<file path="src/core/sap_pkg.sv">
// Purpose: Shared constants and types of the serial converter port.
// Assumes: System clock of 100 MHz on both ends.
// Notes: Configuration word is sent as start bit, mode bit, channel.
package sap_pkg;

  // System clock and serial clock timing
  localparam int CLK_PERIOD_NS = 10;
  localparam int SCLK_HALF_NS = 80;
  localparam int SCLK_HALF_CYC = (SCLK_HALF_NS + CLK_PERIOD_NS - 1)
                                 / CLK_PERIOD_NS;
  // Lowest serial clock rate advised while converting
  localparam int MIN_SCLK_KHZ = 105;

  // Word widths
  localparam int RES_W = 13;
  localparam int CFG_W = 4;
  localparam int CH_N = 8;
  localparam int CH_W = 3;
  localparam int LEVEL_W = 13;

  // Configuration word fields: mode bit then channel number
  localparam int CFG_SGL_BIT = 3;
  localparam int CFG_CH_LSB = 0;

  // Frame shape, counted in serial clock edges
  localparam int SAMPLE_FALLS = 2;
  localparam int FRAME_RISES = 20;
  localparam int FIRST_DATA_RISE = FRAME_RISES - RES_W + 1;

  // Result code limits
  localparam logic [RES_W-1:0] CODE_MAX = 13'h0FFF;
  localparam logic [RES_W-1:0] CODE_MIN = 13'h1000;

  // Result FIFO on the host side
  localparam int FIFO_DEPTH = 16;
  localparam int FIFO_W = CFG_W + RES_W;

  // Reset values
  localparam logic [RES_W-1:0] CODE_RST = 13'h0000;
  localparam logic [CFG_W-1:0] CFG_RST = 4'h0;

  typedef logic [CH_N-1:0][LEVEL_W-1:0] sap_levels_t;

endpackage

</file>
<file path="src/core/sap_link_if.sv">
// Purpose: Serial link between the host end and the converter end.
// Assumes: Converter output is pulled low while not driven.
// Notes: The only shared wire level is resolved here from the enable.
`timescale 1ns/1ps
interface sap_link_if;
  logic select_and_sleep_n;
  logic sclk;
  logic host_to_adc_serial;
  logic adc_serial_out;
  logic adc_serial_oe;
  logic adc_to_host_serial;

  // Undriven output reads as a weak low
  assign adc_to_host_serial = adc_serial_oe ? adc_serial_out : 1'b0;

  modport adc (
    input select_and_sleep_n,
    input sclk,
    input host_to_adc_serial,
    output adc_serial_out,
    output adc_serial_oe
  );

  modport host (
    output select_and_sleep_n,
    output sclk,
    output host_to_adc_serial,
    input adc_to_host_serial
  );
endinterface

</file>
<file path="src/core/sap_adc_end.sv">
// Purpose: Converter end of the serial port: config, sample, convert.
// Assumes: Host keeps its side of the frame; link pins are asynchronous.
// Notes: Analog levels arrive as unsigned codes on channel_level_i.
// Summary of operation
// - Frame starts only with select low
// - Select high aborts, enters standby
// - Host raises select between conversions
// - Config bits taken on rising clock
// - Output changes only on falling clock
// - Serial clock paces whole conversion
// - Both inputs sampled for 1.5 cycles
// - Thirteen conversion cycles follow sampling
// - Host gives at least thirteen cycles
// - Result is 13-bit two's complement
// - Sign bit goes out first
// - Codes saturate at 0x1000 and 0x0FFF
// - Single-ended mode reads minus side as zero
// - Slower clock lengthens sampling
// - Sign is one when negative higher
// - Keep clock above 105 kHz converting
`timescale 1ns/1ps
module sap_adc_end (
  // Clock and reset
  input wire logic clk_i,
  input wire logic rst_i,
  // Serial link
  sap_link_if.adc link,
  // Analog levels and status
  input wire sap_pkg::sap_levels_t channel_level_i,
  output logic standby_o,
  output logic sampling_o,
  output logic [sap_pkg::CFG_W-1:0] config_o,
  output logic [sap_pkg::RES_W-1:0] code_o
);
  import sap_pkg::*;

  typedef enum logic [2:0] {
    ST_STANDBY,
    ST_START,
    ST_CONFIG,
    ST_SAMPLE,
    ST_CONVERT,
    ST_DONE
  } sap_adc_state_t;

  sap_adc_state_t state_q;
  sap_adc_state_t state_d;
  logic sel_s1_q;
  logic sel_s2_q;
  logic sclk_s1_q;
  logic sclk_s2_q;
  logic sclk_s3_q;
  logic din_s1_q;
  logic din_s2_q;
  logic selected;
  logic rise;
  logic fall;
  logic [1:0] cfg_cnt_q;
  logic [CFG_W-1:0] cfg_q;
  logic win_cnt_q;
  logic [3:0] bit_idx_q;
  logic [RES_W-1:0] code_q;
  logic [LEVEL_W-1:0] pos_hold_q;
  logic [LEVEL_W-1:0] neg_hold_q;
  logic dout_q;
  logic oe_q;
  logic sample_end;

  // Pick the level for one side of the input pair
  function automatic logic [LEVEL_W-1:0] route_level(
    input logic [CFG_W-1:0] cfg,
    input sap_levels_t lv,
    input logic positive
  );
    logic [CH_W-1:0] ch;
    ch = cfg[CFG_CH_LSB +: CH_W];
    if (cfg[CFG_SGL_BIT])
      route_level = positive ? lv[ch] : '0;
    else
      route_level = lv[{ch[CH_W-1:1], ch[0] ^ ~positive}];
  endfunction

  // Difference of the pair, clipped to the signed code range
  function automatic logic [RES_W-1:0] sat_code(
    input logic [LEVEL_W-1:0] pos,
    input logic [LEVEL_W-1:0] neg
  );
    logic signed [LEVEL_W:0] diff;
    diff = $signed({1'b0, pos}) - $signed({1'b0, neg});
    if (diff > $signed({1'b0, CODE_MAX}))
      sat_code = CODE_MAX;
    else if (diff < $signed({1'b1, CODE_MIN}))
      sat_code = CODE_MIN;
    else
      sat_code = diff[RES_W-1:0];
  endfunction

  // Two stages on every link input before any logic looks at them
  always_ff @(posedge clk_i)
  begin
    if (rst_i)
    begin
      sel_s1_q <= 1'b1;
      sel_s2_q <= 1'b1;
      sclk_s1_q <= 1'b0;
      sclk_s2_q <= 1'b0;
      sclk_s3_q <= 1'b0;
      din_s1_q <= 1'b0;
      din_s2_q <= 1'b0;
    end
    else
    begin
      sel_s1_q <= link.select_and_sleep_n;
      sel_s2_q <= sel_s1_q;
      sclk_s1_q <= link.sclk;
      sclk_s2_q <= sclk_s1_q;
      sclk_s3_q <= sclk_s2_q;
      din_s1_q <= link.host_to_adc_serial;
      din_s2_q <= din_s1_q;
    end
  end

  // Edges of the host clock; nothing runs without them
  assign selected = ~sel_s2_q;
  assign rise = sclk_s2_q & ~sclk_s3_q;
  assign fall = ~sclk_s2_q & sclk_s3_q;
  assign sample_end = (state_q == ST_SAMPLE) && fall
                      && (win_cnt_q == 1'(SAMPLE_FALLS - 1));

  // Frame sequence
  always_comb
  begin
    state_d = state_q;
    case (state_q)
      ST_STANDBY:
        if (selected)
          state_d = ST_START;
      ST_START:
        if (rise && din_s2_q)
          state_d = ST_CONFIG;
      ST_CONFIG:
        if (rise && cfg_cnt_q == 2'(CFG_W - 1))
          state_d = ST_SAMPLE;
      ST_SAMPLE:
        if (sample_end)
          state_d = ST_CONVERT;
      ST_CONVERT:
        if (fall && bit_idx_q == 4'h0)
          state_d = ST_DONE;
      ST_DONE:
        state_d = ST_DONE;
      default:
        state_d = ST_STANDBY;
    endcase
    // Deselect wins over every other step
    if (!selected)
      state_d = ST_STANDBY;
  end

  // State register
  always_ff @(posedge clk_i)
  begin
    if (rst_i)
      state_q <= ST_STANDBY;
    else
      state_q <= state_d;
  end

  // Configuration shift, taken on rising edges only
  always_ff @(posedge clk_i)
  begin
    if (rst_i)
    begin
      cfg_cnt_q <= 2'h0;
      cfg_q <= CFG_RST;
    end
    else if (state_q == ST_START)
      cfg_cnt_q <= 2'h0;
    else if (state_q == ST_CONFIG && rise)
    begin
      cfg_cnt_q <= cfg_cnt_q + 2'h1;
      cfg_q <= {cfg_q[CFG_W-2:0], din_s2_q};
    end
  end

  // Sampling window: from the last config rise to the second fall
  always_ff @(posedge clk_i)
  begin
    if (rst_i)
      win_cnt_q <= 1'b0;
    else if (state_q != ST_SAMPLE)
      win_cnt_q <= 1'b0;
    else if (fall)
      win_cnt_q <= ~win_cnt_q;
  end

  // Both sides captured in one clock, so common mode cancels
  always_ff @(posedge clk_i)
  begin
    if (rst_i)
    begin
      pos_hold_q <= '0;
      neg_hold_q <= '0;
    end
    else if (sample_end)
    begin
      pos_hold_q <= route_level(cfg_q, channel_level_i, 1'b1);
      neg_hold_q <= route_level(cfg_q, channel_level_i, 1'b0);
    end
  end

  // Code resolved from the held pair well before the sign goes out
  always_ff @(posedge clk_i)
  begin
    if (rst_i)
      code_q <= CODE_RST;
    else if (state_q == ST_CONVERT && bit_idx_q == 4'(RES_W - 1))
      code_q <= sat_code(pos_hold_q, neg_hold_q);
  end

  // Bit index walks from the sign bit down, one per falling edge
  always_ff @(posedge clk_i)
  begin
    if (rst_i)
      bit_idx_q <= 4'(RES_W - 1);
    else if (state_q != ST_CONVERT)
      bit_idx_q <= 4'(RES_W - 1);
    else if (fall && bit_idx_q != 4'h0)
      bit_idx_q <= bit_idx_q - 4'h1;
  end

  // Serial output: a leading zero at hold, then the code MSB first
  always_ff @(posedge clk_i)
  begin
    if (rst_i)
      dout_q <= 1'b0;
    else if (!selected)
      dout_q <= 1'b0;
    else if (sample_end)
      dout_q <= 1'b0;
    else if (state_q == ST_CONVERT && fall)
      dout_q <= code_q[bit_idx_q];
    else if (state_q == ST_DONE && fall)
      dout_q <= 1'b0;
  end

  // Output released in standby so the line can be shared
  always_ff @(posedge clk_i)
  begin
    if (rst_i)
      oe_q <= 1'b0;
    else if (!selected)
      oe_q <= 1'b0;
    else if (sample_end)
      oe_q <= 1'b1;
  end

  // Pins and user status
  assign link.adc_serial_out = dout_q;
  assign link.adc_serial_oe = oe_q;
  assign standby_o = (state_q == ST_STANDBY);
  assign sampling_o = (state_q == ST_SAMPLE);
  assign config_o = cfg_q;
  assign code_o = code_q;
endmodule // sap_adc_end

</file>
<file path="src/flat_wrapper.sv">
// flat-port wrapper written by rule: the top's interface ports become plain ports
module sap_adc_end_flat import sap_pkg::*;
  (clk_i, rst_i, channel_level_i, standby_o, sampling_o, config_o, code_o, link_select_and_sleep_n, link_sclk, link_host_to_adc_serial, link_adc_serial_out, link_adc_serial_oe);
  sap_link_if link_i ();
  input wire logic clk_i;
  input wire logic rst_i;
  input wire sap_pkg::sap_levels_t channel_level_i;
  output logic standby_o;
  output logic sampling_o;
  output logic [sap_pkg::CFG_W-1:0] config_o;
  output logic [sap_pkg::RES_W-1:0] code_o;
  input wire logic [$bits(link_i.select_and_sleep_n)-1:0] link_select_and_sleep_n;
  input wire logic [$bits(link_i.sclk)-1:0] link_sclk;
  input wire logic [$bits(link_i.host_to_adc_serial)-1:0] link_host_to_adc_serial;
  output wire logic [$bits(link_i.adc_serial_out)-1:0] link_adc_serial_out;
  output wire logic [$bits(link_i.adc_serial_oe)-1:0] link_adc_serial_oe;
  assign link_i.select_and_sleep_n = link_select_and_sleep_n;
  assign link_i.sclk = link_sclk;
  assign link_i.host_to_adc_serial = link_host_to_adc_serial;
  assign link_adc_serial_out = link_i.adc_serial_out;
  assign link_adc_serial_oe = link_i.adc_serial_oe;
  sap_adc_end u_core (.clk_i(clk_i), .rst_i(rst_i), .link(link_i), .channel_level_i(channel_level_i), .standby_o(standby_o), .sampling_o(sampling_o), .config_o(config_o), .code_o(code_o));
endmodule
</file>
<file path="config.mk">
export PLATFORM = sky130hd
export DESIGN_NAME = sap_adc_end_flat
export DESIGN_NICKNAME = d
export VERILOG_FILES = /design/src/core/sap_pkg.sv /design/src/core/sap_link_if.sv /design/src/core/sap_adc_end.sv /design/src/flat_wrapper.sv
export SDC_FILE = /design/constraint.sdc
export NUM_CORES = 1
export LEC_CHECK = 0
export BUFFER_PORTS_ARGS = -buffer_cell sky130_fd_sc_hd__clkbuf_2
export CORE_UTILIZATION = 42
export DETAILED_ROUTE_END_ITERATION = 7
export GPL_TIMING_DRIVEN = 1
export MAX_ROUTING_LAYER = met4
export PLACE_DENSITY = 0.63
export SYNTH_ARGS = -nofsm -noshare
export SYNTH_HDL_FRONTEND = slang
export SYNTH_SLANG_ARGS = --single-unit
</file>
<file path="constraint.sdc">
create_clock -name clk_i -period 6 [get_ports clk_i]
set_input_delay 0.6 -clock clk_i [delete_from_list [all_inputs] [get_ports clk_i]]
set_output_delay 0.6 -clock clk_i [all_outputs]
set_load 0.005 [all_outputs]
</file>
==> reports/results.txt <==
Status = finished with violations
Failing checks = design-rule violations
Final WL = 10600 um
Vias in the first global route = 3728
Total GRT Usage = 19.9%
I/O Buffers = 129
Clock share of power = 39.5%
Cell Area, Synth = 4660 sq um
Num ports = 130
Fin util = 51.2%
Worst Path Arrival = 3.46 ns
CTS clk-pin slew, worst paths = 0.06 ns
Max-Slew Margin vs Limit = 29.1%
CTS tree = built
GP Congestion = 0.814
Synthesized Nets = 558
Start point of the worst hold path = u_core.sel_s1_q$_SDFF_PP1_
# Post-CTS Setup Buffers = 0
PwrDens = 151 nW/um^2
Synth area leader = dfxtp_1
Final slew viol count = 0
Hold crit path type = reg -> reg
Flop pwr share = 49.7%
CTS Root Cell = clkbuf_8
Crit path time final = 3.28 ns
DR vias/cell = 5.64
Post-DR wirelength/cell = 15.5 um
Average size of a mapped cell = 10.8 sq um
Unrepaired setup endpoints after global routing = no
HPWL Detailed = 8360 um
Setup TNS = 0 ns
Yosys warns = 0
Die height = 107 um
Achievable Freq = 305 MHz
Maxcap violations = 0
Filler cell count = 1021
Grt total ovfl = 0
# DRC = 1
Vias post-DR = 3865
Fin Hold WS = 0.406 ns
Commonest register cell after synthesis = dfxtp_1
Critical Path Sink Type = flip-flop
Lkg Pwr = 2.01 nW
Cts hold-fix bufs = 0
Initial antenna violation count = 0
Inserted Clock Buffers = 9
Comb pwr share = 10.9%
Synth top area share = 26.6%
Post-synth EDFFs = 0
Crit. Startpoint = u_core.pos_hold_q[0]$_SDFFE_PP0P_
Std cell rows = 38
Hold Fails Final Rpt = 0
Crit Path Max Fanout = 12
# H-tree levels = 3
Post-CTS Resized = 0
Overall power = 836 uW
Setup Crit Path Kind = reg -> reg
Final number of setup-violating endpoints = 0
Layout cells sized above 1 = 45.3%
Crit share post-route = 54.6%
Detailed Routing Iterations Pass 1 = 6
Seq/Total Area, Yosys = 26.6%
Tightest Pin Transition = 1.06 ns
Max IR drop VDD = 0.120 mV
Internal Power = 650 uW
Layout Nets = 670
Core area = 10800 sq um
Post-synth ARST share = 0%
Largest net degree at the start of global routing = 59
Switch Pwr = 186 uW
Yosys reg bits = 62
Top cells by area, synth = dfxtp_1 (27%), mux4_2 (27%), ha_1 (4.3%)
Clk_lat worst skew = 0.33 ns
Worst Skew = 0.00492 ns
CP Data Required Time = 6.19 ns
Final ANT Viol Nets = 0
Die area = 11500 sq um
Clock buffer depth = 2
Reg-to-reg startpoint = u_core.pos_hold_q[0]$_SDFFE_PP0P_
Synthesized instance count = 432
Initial drt markers = 233
ANT cells = 0
Die Width = 107 um
CTS sink cnt = 62
Area Growth Syn to Fin = 18.9%
First-pass GRT wire length = 17700 um
Worst setup SP type = flip-flop
Switch share = 22.3%
Netlist cell types = 52
Initial Util = 43.0%
## power by group through the flow
stage	sequential (mW)	clock, mW	combinational (mW)
after detailed placement	0.425	0	0.0911
after global placement	0.425	0	0.0879
final	0.416	0.330	0.0908
after floorplan	0.424	0	0.0419
after CTS	0.416	0.338	0.0913
after global routing	0.415	0.357	0.0992
## layout by cell type, fill, tap and decap left out, types with 3 or more instances in the layout
master | Yosys | layout
a22oi_1 | 13 | 13
o21ai_0 | 7 | 7
mux4_2 | 55 | 55
nor3_1 | 4 | 3
mux2_2 | 13 | 13
buf_4 | 0 | 6
clkbuf_8 | 0 | 9
mux2i_1 | 19 | 19
a211oi_1 | 20 | 20
nand2b_1 | 4 | 4
xnor2_1 | 10 | 10
nor2b_1 | 9 | 9
and3_1 | 3 | 3
clkbuf_2 | 0 | 129
a31oi_1 | 4 | 4
inv_1 | 19 | 19
ha_1 | 16 | 16
a211oi_2 | 11 | 11
xor2_1 | 4 | 4
nand2_1 | 10 | 10
nand3_1 | 7 | 7
dfxtp_1 | 62 | 60
maj3_2 | 10 | 10
nor2_1 | 51 | 51
a21oi_1 | 15 | 15
## through the flow
step | setup WS [ns] | instances | cell area, sq um
floorplan | 3.45 | 432 | 4660
global placement | 2.80 | 673 | 5380
detailed placement | 2.79 | 673 | 5380
CTS | 2.77 | 685 | 5550
global route | 2.56 | 685 | 5550
finish | 2.72 | 685 | 5550
## worst max-delay path, cell delays in order, from the launching register on
cell and delay, ns:
dfxtp_1 0.31, inv_1 0.05, ha_1 0.15, inv_1 0.05, fa_1 0.42, a211oi_2 0.29
o21ai_2 0.10, a21bo_1 0.22, a31oi_1 0.20, xor2_1 0.85, maj3_2 0.42, a211oi_2 0.07
## per-layer routing
metal  track usage, %  wire length, um  part of all wire (%)  up-vias
met4             4.89              109                   1.0        0
li1                 -                -                     -     1880
met2             30.6             4850                    46      127
met5                -                0                     0        -
met1             27.1             5110                    48     1845
met3             3.93              559                   5.3       13
## cell type report
type / count / area, sq um / share of cell area [%]
multi-input combinational: 317 / 3200 / 57.7
sequential: 62 / 1240 / 22.4
timing repair buffer: 135 / 691 / 12.5
tap: 140 / 175 / 3.16
clock buffer: 9 / 124 / 2.23
inverter: 19 / 71.3 / 1.29
clock inverter: 3 / 40.0 / 0.722
## kinds of logic (layout without fill, tap and decap cells)
family,Yosys count,after routing,share of synthesized area (%)
xor gates and xnor gates,14,14,2.63
and+or+nand+nor,98,98,9.76
AOI/OAI and AO/OA,89,89,14.8
muxes,87,87,33.8
buffers and inverters,53,166,4.88
adders and majority gates,29,29,7.56
DFF,62,62,26.6
## synthesized netlist by cell type (all sizes together) (7+ instances only)
library cell,count
dfxtp,62
nor2b,9
mux4,55
mux2,13
ha,16
o21ai,8
inv,19
clkbuf,14
nand2,11
a211oi,31
nor2,51
buf,20
nand3,7
maj3,12
xnor2,10
a21oi,15
mux2i,19
a22oi,13
## path summary, 6_finish.rpt
kind / endpoint / slack, ns / cells after the start
setup / recovery: u_core.code_o[11]$_SDFFE_PP0P_ / 2.72 / 11
hold / removal: u_core.sel_s2_q$_SDFF_PP1_ / 0.41 / 1
setup reg to reg: u_core.code_o[11]$_SDFFE_PP0P_ / 2.72 / 11
hold reg to reg: u_core.sel_s2_q$_SDFF_PP1_ / 0.41 / 1
## state kept, by name, summed over array words and instances (netlist names)
name                        cells
u_core.pos_hold_q              13
u_core.sclk_s2_q                1
u_core.din_s1_q                 1
u_core.link.adc_serial_oe       1
u_core.sel_s2_q                 1
u_core.neg_hold_q              13
u_core.sclk_s1_q                1
u_core.sclk_s3_q                1
u_core.config_o                 4
u_core.code_o                  13
u_core.win_cnt_q                1
u_core.bit_idx_q                4
u_core.sel_s1_q                 1
u_core.din_s2_q                 1
u_core.state_q                  3
u_core.cfg_cnt_q                2
u_core.link.adc_serial_out      1
Note: power is estimated with default switching activity, not from simulation.
